**src/shared/raic_pkg.sv**
```systemverilog
// shared constants and types for the reset and interrupt control block
package raic_pkg;
  localparam int unsigned DATA_W = 8;
  localparam int unsigned IO_AW = 6;
  localparam int unsigned PC_W = 9;

  // i/o space addresses
  localparam logic [IO_AW-1:0] ADDR_CORE_CTRL = 6'h35;
  localparam logic [IO_AW-1:0] ADDR_TMR_FLAG = 6'h38;
  localparam logic [IO_AW-1:0] ADDR_TMR_MASK = 6'h39;
  localparam logic [IO_AW-1:0] ADDR_GEN_MASK = 6'h3B;
  localparam logic [IO_AW-1:0] ADDR_STATUS = 6'h3F;

  // field positions
  localparam int unsigned GLOBAL_EN_BIT = 7;
  localparam int unsigned EXT_EN_BIT = 6;
  localparam int unsigned OVF_BIT = 1;
  localparam int unsigned SLEEP_EN_BIT = 5;
  localparam int unsigned SLEEP_MODE_BIT = 4;
  localparam int unsigned SENSE_HI_BIT = 1;
  localparam int unsigned SENSE_LO_BIT = 0;
  localparam logic [DATA_W-1:0] REG_INIT = 8'h00;

  // sense control codes for the external pin
  localparam logic [1:0] SENSE_LOW = 2'h0;
  localparam logic [1:0] SENSE_RSVD = 2'h1;
  localparam logic [1:0] SENSE_FALL = 2'h2;
  localparam logic [1:0] SENSE_RISE = 2'h3;

  // vector addresses, lowest is most urgent
  localparam logic [PC_W-1:0] VEC_RESET = 9'h000;
  localparam logic [PC_W-1:0] VEC_EXT = 9'h001;
  localparam logic [PC_W-1:0] VEC_OVF = 9'h002;
  localparam logic [PC_W-1:0] VEC_CMP = 9'h003;

  // timing
  localparam int unsigned PUSH_CYCLES = 4;
  localparam int unsigned CLK_PERIOD_NS = 50;
  localparam int unsigned RST_PIN_MIN_NS = 50;
  localparam int unsigned RST_PIN_RAW =
    (RST_PIN_MIN_NS + CLK_PERIOD_NS - 1) / CLK_PERIOD_NS;
  localparam int unsigned RST_PIN_CYCLES =
    (RST_PIN_RAW < 1) ? 1 : RST_PIN_RAW;
  localparam int unsigned TOUT_WDT_CYCLES = 16384;
  localparam int unsigned POR_TIME_US = 3000;
  localparam int unsigned WDT_OSC_KHZ = 1024;
  localparam int unsigned POR_WDT_CYCLES =
    POR_TIME_US * WDT_OSC_KHZ / 1000;

  typedef struct packed {
    logic [IO_AW-1:0] addr;
    logic [DATA_W-1:0] wrData;
    logic wrEn;
    logic rdEn;
  } raic_io_s;

  typedef struct packed {
    logic instrDone;
    logic retiExec;
  } raic_core_s;

  typedef struct packed {
    logic load;
    logic [PC_W-1:0] addr;
  } raic_vec_s;

  typedef enum logic [1:0] {SRC_NONE, SRC_EXT, SRC_OVF, SRC_CMP} raic_src_e;
  typedef enum logic {ST_RUN, ST_PUSH} raic_state_e;
endpackage

```
**src/logic/raic_delay_timer.sv**
```systemverilog
// start-up delay counter stepped by watchdog oscillator ticks
`timescale 1ns/10ps
module raic_delay_timer #(
  parameter int unsigned CW = 15
) (
  input wire logic core_clk,
  input wire logic srst,
  input wire logic restart,
  input wire logic tick,
  input wire logic [CW-1:0] limit,
  output logic done
);
  logic [CW-1:0] cnt_r;
  logic done_r;
  wire atLimit = (cnt_r >= limit);

  // restart holds the count at zero, so counting begins after it drops
  always_ff @(posedge core_clk) begin
    if (srst || restart) begin
      cnt_r <= '0;
      done_r <= 1'b0;
    end else begin
      if (tick && !atLimit) begin
        cnt_r <= cnt_r + 1'b1;
      end
      done_r <= atLimit;
    end
  end

  assign done = done_r;
endmodule

```
**src/logic/raic_top.sv**
```systemverilog
// reset merging, start-up delay and vectored interrupt control
// Operation
// - source taken only with own and global enable
// - vectors 0x000 reset to 0x003 comparator
// - lower vector address wins priority
// - reset on supply, pin low, watchdog expiry
// - registers initialised in reset, fetch from zero
// - supply start waits oscillator-timed start-up period
// - pin release waits 16K oscillator cycles
// - watchdog pulse one cycle, count after it
// - take clears global enable, return sets it
// - vectoring clears served source's flag
// - writing one clears flag, zero keeps
// - flags held while own enable clear
// - held flags served by priority when enabled
// - level external request has no flag
// - status register not saved nor restored
// - mask registers at 0x3B and 0x39
// - bit 6 enables pin; sense selects mode
// - pin condition detected even when output
// - reserved general mask bits read zero
// - sense 00 low, 10 fall, 11 rise
// - vector at least four cycles after flag
// - one main instruction after return first
`timescale 1ns/10ps
module raic_top
  import raic_pkg::*;
#(
  parameter int unsigned TOUT_TICKS = TOUT_WDT_CYCLES,
  parameter int unsigned POR_TICKS = POR_WDT_CYCLES,
  parameter int unsigned TIMER_W = $clog2(TOUT_TICKS + 1)
) (
  input wire logic core_clk,
  input wire logic srst,
  input wire logic supplyOkN,
  input wire logic rstPinN,
  input wire logic wdtExpire,
  input wire logic wdtEnable,
  input wire logic wdtOscTick,
  input wire raic_io_s ioBus,
  output logic [DATA_W-1:0] ioRdData,
  input wire logic extPin,
  input wire logic ovfEvent,
  input wire logic cmpEvent,
  input wire logic cmpIrqEn,
  input wire raic_core_s coreStat,
  output logic coreRst,
  output logic pushPc,
  output raic_vec_s vecOut
);
  // ---------------- reset path ----------------
  logic [3:0] pinLowCnt_r;
  logic porKind_r;
  logic coreRst_r;
  logic delayDone;

  // pin must stay low the minimum width; at this clock one sample does
  wire pinRst = !rstPinN &&
    (pinLowCnt_r >= 4'(RST_PIN_CYCLES - 1));
  // watchdog request is a single-cycle pulse, gated by its enable
  wire wdtPulse = wdtExpire && wdtEnable;
  wire supplyRst = supplyOkN;
  wire rstSrc = supplyRst || pinRst || wdtPulse;
  wire [TIMER_W-1:0] delayLimit = porKind_r ?
    TIMER_W'(POR_TICKS) : TIMER_W'(TOUT_TICKS);
  wire coreRstNxt = rstSrc || !delayDone;
  wire inRst = srst || coreRst_r;

  raic_delay_timer #(
    .CW(TIMER_W)
  ) u_delay (
    .core_clk(core_clk),
    .srst(srst),
    .restart(rstSrc),
    .tick(wdtOscTick),
    .limit(delayLimit),
    .done(delayDone)
  );

  // low-time counter and which start-up period applies
  always_ff @(posedge core_clk) begin
    if (srst) begin
      pinLowCnt_r <= '0;
      porKind_r <= 1'b1;
      coreRst_r <= 1'b1;
    end else begin
      pinLowCnt_r <= rstPinN ? '0 :
        ((&pinLowCnt_r) ? pinLowCnt_r : pinLowCnt_r + 1'b1);
      if (supplyRst) begin
        porKind_r <= 1'b1;
      end else if (pinRst || wdtPulse) begin
        porKind_r <= 1'b0;
      end
      coreRst_r <= coreRstNxt;
    end
  end

  // ---------------- register decode ----------------
  logic extEn_r;
  logic ovfEn_r;
  logic [1:0] sense_r;
  logic [1:0] sleepBits_r;
  logic globalEn_r;
  logic ovfFlag_r;
  logic extFlag_r;
  logic cmpFlag_r;
  logic extPinPrev_r;
  logic retiBlock_r;
  raic_state_e state_r;
  raic_src_e srcSel_r;
  logic [1:0] pushCnt_r;
  logic pushPc_r;
  logic vecLoad_r;
  logic [PC_W-1:0] vecAddr_r;
  logic [DATA_W-1:0] ioRdData_r;

  // write strobes per register
  wire wrGen = ioBus.wrEn && (ioBus.addr == ADDR_GEN_MASK);
  wire wrTmask = ioBus.wrEn && (ioBus.addr == ADDR_TMR_MASK);
  wire wrTflag = ioBus.wrEn && (ioBus.addr == ADDR_TMR_FLAG);
  wire wrCtrl = ioBus.wrEn && (ioBus.addr == ADDR_CORE_CTRL);
  wire wrStatus = ioBus.wrEn && (ioBus.addr == ADDR_STATUS);

  // read images; unused and reserved bits are zero
  wire [DATA_W-1:0] genImg = DATA_W'({extEn_r, 6'h00});
  wire [DATA_W-1:0] tmaskImg = DATA_W'({ovfEn_r, 1'b0});
  wire [DATA_W-1:0] tflagImg = DATA_W'({ovfFlag_r, 1'b0});
  wire [DATA_W-1:0] ctrlImg = DATA_W'({sleepBits_r, 2'h0, sense_r});
  // only the enable bit lives here; arithmetic flags sit in the core
  wire [DATA_W-1:0] statImg = DATA_W'({globalEn_r, 7'h00});
  wire [DATA_W-1:0] rdValue =
    (ioBus.addr == ADDR_GEN_MASK) ? genImg :
    (ioBus.addr == ADDR_TMR_MASK) ? tmaskImg :
    (ioBus.addr == ADDR_TMR_FLAG) ? tflagImg :
    (ioBus.addr == ADDR_CORE_CTRL) ? ctrlImg :
    (ioBus.addr == ADDR_STATUS) ? statImg : REG_INIT;

  // ---------------- request logic ----------------
  // the pin is read as a level even when driven by its own port
  wire fallEdge = extPinPrev_r && !extPin;
  wire riseEdge = !extPinPrev_r && extPin;
  wire levelMode = (sense_r == SENSE_LOW);
  wire extEdge = ((sense_r == SENSE_FALL) && fallEdge) ||
    ((sense_r == SENSE_RISE) && riseEdge);
  // level mode requests straight from the pin, nothing remembered
  wire extReq = extEn_r &&
    (levelMode ? !extPin : extFlag_r);
  wire ovfReq = ovfEn_r && ovfFlag_r;
  wire cmpReq = cmpIrqEn && cmpFlag_r;
  wire raic_src_e winner = extReq ? SRC_EXT :
    ovfReq ? SRC_OVF : cmpReq ? SRC_CMP : SRC_NONE;
  // the return boundary itself is not a main instruction, so it never takes
  wire take = (state_r == ST_RUN) && globalEn_r && !retiBlock_r &&
    !coreStat.retiExec && coreStat.instrDone && (winner != SRC_NONE) &&
    !coreRst_r;
  wire pushLast = (state_r == ST_PUSH) &&
    (pushCnt_r == 2'(PUSH_CYCLES - 1));
  wire clrExtHw = pushLast && (srcSel_r == SRC_EXT);
  wire clrOvfHw = pushLast && (srcSel_r == SRC_OVF);
  wire clrCmpHw = pushLast && (srcSel_r == SRC_CMP);
  wire ovfSwClr = wrTflag && ioBus.wrData[OVF_BIT];
  wire [PC_W-1:0] vecSel = (srcSel_r == SRC_EXT) ? VEC_EXT :
    (srcSel_r == SRC_OVF) ? VEC_OVF : VEC_CMP;

  // flag next values: a new event always beats a clear
  wire extFlagNxt = extEdge ||
    (extFlag_r && !clrExtHw && !levelMode);
  wire ovfFlagNxt = ovfEvent ||
    (ovfFlag_r && !ovfSwClr && !clrOvfHw);
  wire cmpFlagNxt = cmpEvent || (cmpFlag_r && !clrCmpHw);
  // hardware clear on take outranks a software write; no state saved
  wire globalEnNxt = take ? 1'b0 :
    coreStat.retiExec ? 1'b1 :
    wrStatus ? ioBus.wrData[GLOBAL_EN_BIT] : globalEn_r;
  // the boundary after a return ends one main instruction
  wire retiBlockNxt = coreStat.retiExec ? 1'b1 :
    coreStat.instrDone ? 1'b0 : retiBlock_r;

  // ---------------- control registers ----------------
  always_ff @(posedge core_clk) begin
    if (inRst) begin
      extEn_r <= 1'b0;
      ovfEn_r <= 1'b0;
      sense_r <= SENSE_LOW;
      sleepBits_r <= 2'h0;
      globalEn_r <= 1'b0;
    end else begin
      if (wrGen) extEn_r <= ioBus.wrData[EXT_EN_BIT];
      if (wrTmask) ovfEn_r <= ioBus.wrData[OVF_BIT];
      if (wrCtrl) begin
        sense_r <= {ioBus.wrData[SENSE_HI_BIT],
          ioBus.wrData[SENSE_LO_BIT]};
        sleepBits_r <= {ioBus.wrData[SLEEP_EN_BIT],
          ioBus.wrData[SLEEP_MODE_BIT]};
      end
      globalEn_r <= globalEnNxt;
    end
  end

  // pending flags and pin history
  always_ff @(posedge core_clk) begin
    if (inRst) begin
      extFlag_r <= 1'b0;
      ovfFlag_r <= 1'b0;
      cmpFlag_r <= 1'b0;
      extPinPrev_r <= 1'b1;
      retiBlock_r <= 1'b0;
    end else begin
      extFlag_r <= extFlagNxt;
      ovfFlag_r <= ovfFlagNxt;
      cmpFlag_r <= cmpFlagNxt;
      extPinPrev_r <= extPin;
      retiBlock_r <= retiBlockNxt;
    end
  end

  // entry sequence: four push cycles, then a one-cycle vector load
  always_ff @(posedge core_clk) begin
    if (srst) begin
      state_r <= ST_RUN;
      srcSel_r <= SRC_NONE;
      pushCnt_r <= '0;
      pushPc_r <= 1'b0;
    end else if (coreRst_r) begin
      state_r <= ST_RUN;
      pushPc_r <= 1'b0;
      pushCnt_r <= '0;
    end else begin
      case (state_r)
        ST_RUN: begin
          if (take) begin
            state_r <= ST_PUSH;
            srcSel_r <= winner;
            pushPc_r <= 1'b1;
            pushCnt_r <= '0;
          end
        end
        ST_PUSH: begin
          pushCnt_r <= pushCnt_r + 1'b1;
          if (pushLast) begin
            state_r <= ST_RUN;
            pushPc_r <= 1'b0;
          end
        end
        default: state_r <= ST_RUN;
      endcase
    end
  end

  // vector output; the reset vector is issued as reset lets go
  always_ff @(posedge core_clk) begin
    if (srst) begin
      vecLoad_r <= 1'b0;
      vecAddr_r <= VEC_RESET;
    end else begin
      vecLoad_r <= pushLast || (coreRst_r && !coreRstNxt);
      if (coreRst_r) begin
        vecAddr_r <= VEC_RESET;
      end else if (pushLast) begin
        vecAddr_r <= vecSel;
      end
    end
  end

  // registered read data, held between reads
  always_ff @(posedge core_clk) begin
    if (srst) begin
      ioRdData_r <= REG_INIT;
    end else if (ioBus.rdEn) begin
      ioRdData_r <= rdValue;
    end
  end

  assign ioRdData = ioRdData_r;
  assign coreRst = coreRst_r;
  assign pushPc = pushPc_r;
  assign vecOut = '{load: vecLoad_r, addr: vecAddr_r};
endmodule

```
**config.mk**
```make
export PLATFORM = sky130hd
export DESIGN_NAME = raic_top
export DESIGN_NICKNAME = d
export VERILOG_FILES = /design/src/shared/raic_pkg.sv /design/src/logic/raic_delay_timer.sv /design/src/logic/raic_top.sv
export SDC_FILE = /design/constraint.sdc
export NUM_CORES = 1
export LEC_CHECK = 0
export BUFFER_PORTS_ARGS = -buffer_cell sky130_fd_sc_hd__clkbuf_2
export CAP_MARGIN = 20
export CORE_ASPECT_RATIO = 1.25
export CORE_MARGIN = 3
export CORE_UTILIZATION = 50
export CTS_CLUSTER_SIZE = 24
export DETAILED_ROUTE_END_ITERATION = 7
export GPL_TIMING_DRIVEN = 0
export PLACE_DENSITY = 0.71
export SLEW_MARGIN = 20
export SYNTH_ARGS = -nofsm -noshare
export SYNTH_HDL_FRONTEND = slang
export SYNTH_SLANG_ARGS = --single-unit
```
**constraint.sdc**
```tcl
create_clock -name core_clk -period 2.4 [get_ports core_clk]
set_input_delay 0.12 -clock core_clk [delete_from_list [all_inputs] [get_ports core_clk]]
set_output_delay 0.12 -clock core_clk [all_outputs]
set_load 0.005 [all_outputs]
```
==> impl_metrics.toml, run 1 <==
[outcome]
outcome = "complete, no violations"

[place]
io_buffers = 36
place.gp.congestion = 0.781
place_area_um2 = 2480
dp_hpwl_um = 3450

[min_path]
hold_class = "in -> reg"
holdPathEnd = "cmpFlag_r$_SDFF_PP0_"
min_from = "cmpEvent"
holdPathStages = 3

[die]
die_h_um = 80.2
ios = 49
coreArea_um2 = 4160
rows = 26
die_w_um = 65.4
initial_utilization_pct = 52.9
die-area_um2 = 5240

[logic_synthesis]
synthDistinctLibCells = 50
synth_compound_area_share_pct = 17.1
synthCells = 260
yosys_warnings = 0
synthesis.area_um2 = 2200
async_flop_share_pct = 0
synth-edff-count = 0
synth_top_flop_cell = "dfxtp_1"
synth_mux_area_share_pct = 0.909
synth_top_family_by_area = "simple AND/OR/NAND/NOR gates"
synth_xor_area_share_pct = 3.18
yosys.area_share.adder_pct = 3.41
synth-seq-cells = 45
ys_seq_area_share_pct = 40.9
synthSimpleGateAreaFrac_pct = 28.2
synth.avg_cell_area_um2 = 8.47

[global_route]
overflow = 0
grt_pass1_vias = 1767
grt_max_degree = 15
antenna_found_initial = 0
grt_usage_pct = 18.6
grt_pass1_wl_um = 7710

[detailed_routing]
first_pass_iters = 4
avgViaCountPerCell = 5.29
dr.first_iter.drc_count = 87
drc = 0
vias = 1948
wl_um = 4460
wl_per_cell_um = 12.1
ant_nets = 0

[timing]
setup_viol = 0
finalCritPeriodShare_pct = 81.3
tns_ps = 0
skew_ps = 2.88
layout_min_cycle_time_ps = 1950
hold_viol_final = 0
drv_slew = 0
relSlewSlack_pct = 63.5
tightest_slew_ps = 544
grt_setup_unrepaired = "no"
max_freq_mhz = 513

[clocking]
cts_buffer_depth = 2
clkTransAtPathRegs_ps = 80
cts_buffers = 5
cts-root-buf = "clkbuf_8"
cts_tree = "yes"
post-cts-setup-buffers = 0
cts_resized = 0
clk_latency_ps = 300
ctsHoldBuffers = 0
htree_levels = 2
clock-sinks = 45

[setup_path]
cp_top_family = "simple AND/OR/NAND/NOR gates"
cp_max_fo = 4
path_class = "reg -> reg"
crit_path_start_kind = "flip-flop"
cpMaxStageDelayCell = "or3b_2"
worstSetupEndpointType = "flip-flop"
arrival_ps = 2130
r2r_cells = 6
r2r_slack_ps = 450
r2r-end = "u_delay.cnt_r[14]$_SDFFE_PP0P_"
cp_num_buf_inv = 0
worstPathCellList = "ha_1 -> or3b_2 -> nor4_1 -> nand4_1 -> xor2_1 -> nor2_1"
r2r-start = "porKind_r$_SDFFE_PP1P_"
slowest_delay_ps = 470
worstPathRequired_ps = 2580

[finish]
multi_input_area_um2 = 1200
mostFrequentLayoutCell = "dfxtp_1"
fill_cells = 424
n_antenna_cell = 0
syn_to_final_growth_pct = 16.7
layout-drive-gt1-share_pct = 22.1
post-route-cell-area_um2 = 2570
finish.net_count = 346
regArea_um2 = 901
final_cell_mix = "dfxtp_1, clkbuf_2, nor2_1, nand2_1, a21oi_1"

[power_and_ir_drop]
powerDensity_nw_per_um2 = 507
peakVddDrop_uv = 413
power_mw = 1.30
p_leak_nw = 0.947

[run]
cap_violations = 0
[cell usage after synthesis (all sizes together) (2+ instances only)]
master / number / area share (%)
inv: 9 / 1.5
dfxtp: 45 / 41
nor4: 7 / 2.6
a21oi: 23 / 5.2
buf: 12 / 3.8
nor3: 6 / 1.6
xnor2: 3 / 1.2
xor2: 5 / 2.0
a21boi: 3 / 1.2
mux2i: 2 / 0.91
or3: 6 / 1.7
nand3: 15 / 3.4
nor2: 28 / 4.9
a311oi: 2 / 0.80
nand4: 7 / 2.0
a22oi: 3 / 1.0
nand2b: 6 / 1.7
o21ai: 12 / 3.1
nand2: 27 / 4.6
o211ai: 4 / 1.6
clkbuf: 5 / 0.85
o2111ai: 3 / 1.5
nand4b: 2 / 0.80
or3b: 2 / 0.80
and2: 2 / 0.63
ha: 6 / 3.4
[sequential cells by signal, summed over array words and instances, names as in the netlist]
signal         count
cmpFlag_r          1
coreRst            1
extEn_r            1
extFlag_r          1
extPinPrev_r       1
globalEn_r         1
ioRdData           6
ovfEn_r            1
ovfFlag_r          1
porKind_r          1
pushCnt_r          2
pushPc             1
retiBlock_r        1
sense_r            2
sleepBits_r        2
srcSel_r           2
state_r            1
u_delay.cnt_r     15
u_delay.done       1
vecAddr_r          2
vecLoad_r          1
[worst reg2reg max path, cell delays in order (launching register included)]
cell	delay [ps]
dfxtp_1	420
ha_1	290
or3b_2	470
nor4_1	300
nand4_1	160
xor2_1	150
nor2_1	50
[kinds of logic (layout without fill, tap and decap cells)]
logic type | after synthesis | in the layout
and+or+nand+nor | 117 | 117
xor gates and xnor gates | 8 | 8
adders and majority gates | 6 | 6
AOI/OAI and AO/OA | 55 | 55
muxes | 2 | 2
buffers and inverters | 26 | 70
DFF | 45 | 45
other | 1 | 9
[metal layers]
metal / global-route usage [%] / wire [µm] / vias up / part of all wire, %
met5: 0 / 0 / - / 0
met4: 6.85 / 70 / 0 / 1.6
met3: 4.62 / 304 / 7 / 6.8
met2: 31.4 / 2130 / 49 / 48
met1: 22.6 / 1950 / 874 / 44
li1: - / - / 1018 / -
[worst max path at each step]
stage                           startpoint                             end  slack (ps)  cells after the start
global placement    porKind_r$_SDFFE_PP1P_  u_delay.cnt_r[14]$_SDFFE_PP0P_         480                      6
finish              porKind_r$_SDFFE_PP1P_  u_delay.cnt_r[14]$_SDFFE_PP0P_         450                      6
CTS                 porKind_r$_SDFFE_PP1P_  u_delay.cnt_r[14]$_SDFFE_PP0P_         430                      6
global route        porKind_r$_SDFFE_PP1P_  u_delay.cnt_r[14]$_SDFFE_PP0P_         240                      6
detailed placement  porKind_r$_SDFFE_PP1P_  u_delay.cnt_r[14]$_SDFFE_PP0P_         440                      6
floorplan           porKind_r$_SDFFE_PP1P_  u_delay.cnt_r[14]$_SDFFE_PP0P_         650                      6
[final cells by class]
type	instances	area share [%]
Timing Repair Buffer	36	7.01
Buffer	17	3.94
Clock inverter	2	0.584
Inverter	9	1.31
Multi-Input combinational cell	197	46.5
Clock buffer	6	2.82
Tap cell	56	2.73
Sequential cell	45	35.1
[per-stage QoR]
stage / util [%] / worst slack, ps / hold slack [ps] / instances
2_1_floorplan: - / 648 / 224 / 268
3_3_place_gp: 59.6 / 480 / 327 / 360
3_5_place_dp: 59.6 / 442 / 337 / 360
4_1_cts: 61.7 / 433 / 22.5 / 368
5_1_grt: 61.7 / 236 / 48.2 / 368
6_report: 61.7 / 450 / 25.1 / 368
[power by group]
| part | leakage [nW] | switching [mW] | total, mW | internal [mW] |
|---|---|---|---|---|
| Clock | 0.0374 | 0.259 | 0.464 | 0.205 |
| Combinational | 0.547 | 0.0483 | 0.0888 | 0.0405 |
| Sequential | 0.363 | 0.00223 | 0.750 | 0.748 |
(Power assumes the default switching activity.)
==> run 2, diff against run 1 <==
CORE_UTILIZATION = 48   (was 50)
clock period = 1.7 ns   (was 2.4 ns; I/O delays follow)
==> run 2 against run 1 <==
The run now ends with setup timing left. Fmax rose by 7.8%. Sequential power increased by 41%. First-iteration DRC count increased by 45%. Combinational power grew 87%. Total power increased by 58%. Worst hold slack got worse by 18 ps. Clock-buffer cell count stayed put.
==> impl_metrics.toml, run 2 (synthesis gave the netlist of run 1 again) <==
[min_path]
min_from = "cmpEvent"
holdPathStages = 3
hold_class = "in -> reg"
holdPathEnd = "cmpFlag_r$_SDFF_PP0_"

[clocking]
clk_latency_ps = 300
htree_levels = 2
clock-sinks = 45
clkTransAtPathRegs_ps = 90
cts_buffers = 5
cts_buffer_depth = 2
cts-root-buf = "clkbuf_8"
cts_tree = "yes"

[power_and_ir_drop]
powerDensity_nw_per_um2 = 714
peakVddDrop_uv = 689
p_leak_nw = 1.07

[place]
place_ws_ps = -211
io_buffers = 36
place_area_um2 = 2490
dp_hpwl_um = 3570
place.gp.congestion = 0.774
place_inst = 360

[timing]
relSlewSlack_pct = 62.4
skew_ps = 6.48
tightest_slew_ps = 561
hold_viol_final = 0
setup_viol = 12
grt_setup_unrepaired = "yes"
finalCritPeriodShare_pct = 106
drv_slew = 0
max_freq_mhz = 552
layout_min_cycle_time_ps = 1810
final.setup.worst_slack_ps = -110

[global_route]
grt_pass1_vias = 1952
grt_pass1_wl_um = 8500
grt_max_degree = 15
overflow = 0
antenna_found_initial = 0
grt_usage_pct = 20.3

[setup_path]
r2r-end = "u_delay.cnt_r[11]$_SDFFE_PP0P_"
cp_max_fo = 6
cp_top_family = "compound AO/OA/AOI/OAI gates"
crit_path_start_kind = "flip-flop"
worstSetupEndpointType = "flip-flop"
r2r_cells = 6
cp.depth = 6
cp_num_buf_inv = 1
worstPathCellList = "buf_4 -> ha_4 -> a41oi_4 -> o2111ai_4 -> or3_1 -> a21oi_1"
slowest_delay_ps = 370
cpMaxStageDelayCell = "dfxtp_4"
worstPathRequired_ps = 1920
path_class = "reg -> reg"
r2r-start = "porKind_r$_SDFFE_PP1P_"
arrival_ps = 2030
r2r_slack_ps = -110

[finish]
regMostFlops = "u_delay.cnt_r"
final_cell_mix = "dfxtp_1, clkbuf_2, nor2_1"
layout-drive-gt1-share_pct = 31.4
fill_cells = 348
mostFrequentLayoutCell = "dfxtp_1"
n_antenna_cell = 0
finish.net_count = 356
multi_input_area_um2 = 1370
syn_to_final_growth_pct = 31.1
regArea_um2 = 913
fin_cells = 378
post-route-cell-area_um2 = 2890
largest_reg_flops = 15

[die]
die-area_um2 = 5440
ios = 49
initial_utilization_pct = 51.7
die_h_um = 81.7
die_w_um = 66.6
rows = 26
coreArea_um2 = 4260

[detailed_routing]
dr.first_iter.drc_count = 126
avgViaCountPerCell = 5.39
wl_um = 5160
ant_nets = 0
vias = 2039
drc = 0
wl_per_cell_um = 13.7
first_pass_iters = 4

[run]
cap_violations = 0

[outcome]
violations = "setup timing"
outcome = "finished, violations left"
## run 2: area by class of cell
class	instances	area share, %
well taps	56	2.43
inverters	9	1.17
multi-input cells	197	47.3
plain buffers	16	3.38
flip-flops and latches	45	31.6
clock buffers	6	2.86
repair buffers	47	9.92
clock inverters	2	1.30
## run 2: metrics by stage
stage / total power, mW / hold WS (ps) / TNS (ps) / utilization [%]
CTS: 2.07 / 0.106 / -589 / 64.2
global route: 2.16 / 6.35 / -1950 / 67.8
global placement: 1.21 / 294 / -1630 / 58.5
finish: 2.06 / 6.98 / -710 / 67.8
floorplan: 1.16 / 189 / 0 / -
detailed placement: 1.21 / 311 / -1960 / 58.5
## run 2: how the worst max path moves through the flow
stage	slack (ps)	startpoint	end
2_1_floorplan	4	porKind_r$_SDFFE_PP1P_	u_delay.cnt_r[14]$_SDFFE_PP0P_
3_3_place_gp	-180	porKind_r$_SDFFE_PP1P_	u_delay.cnt_r[10]$_SDFFE_PP0P_
3_5_place_dp	-210	porKind_r$_SDFFE_PP1P_	u_delay.cnt_r[6]$_SDFFE_PP0P_
4_1_cts	-120	porKind_r$_SDFFE_PP1P_	u_delay.cnt_r[11]$_SDFFE_PP0P_
5_1_grt	-190	porKind_r$_SDFFE_PP1P_	u_delay.cnt_r[9]$_SDFFE_PP0P_
6_report	-110	porKind_r$_SDFFE_PP1P_	u_delay.cnt_r[11]$_SDFFE_PP0P_
## run 2: timing repair
item	in CTS	in global routing
cloned	0	0
endpoints found under the hold margin	2	0
resized for setup	14	25
buffers inserted	4	5
pin swaps	7	10
hold buffers	2	0
endpoints found under the setup margin	14	17
## run 2: tightest hold or removal path, stage by stage
cell and delay, ps:
clkbuf_2 80, a21oi_1 30, nor2_1 70
## run 2: metal layers
metal  share of wire (%)  track usage, %  vias up
met5                   0               0        -
met4                 1.9            8.94        0
met3                 4.0            4.24        9
met2                  54            36.1       45
met1                  40            23.0      947
li1                    -               -     1038
## run 2: report_power, final
group	internal, mW	leakage [nW]	total [mW]	switching (mW)
Clock	0.478	0.0574	0.837	0.359
Combinational	0.0788	0.645	0.166	0.0875
Sequential	1.06	0.367	1.06	0.00310
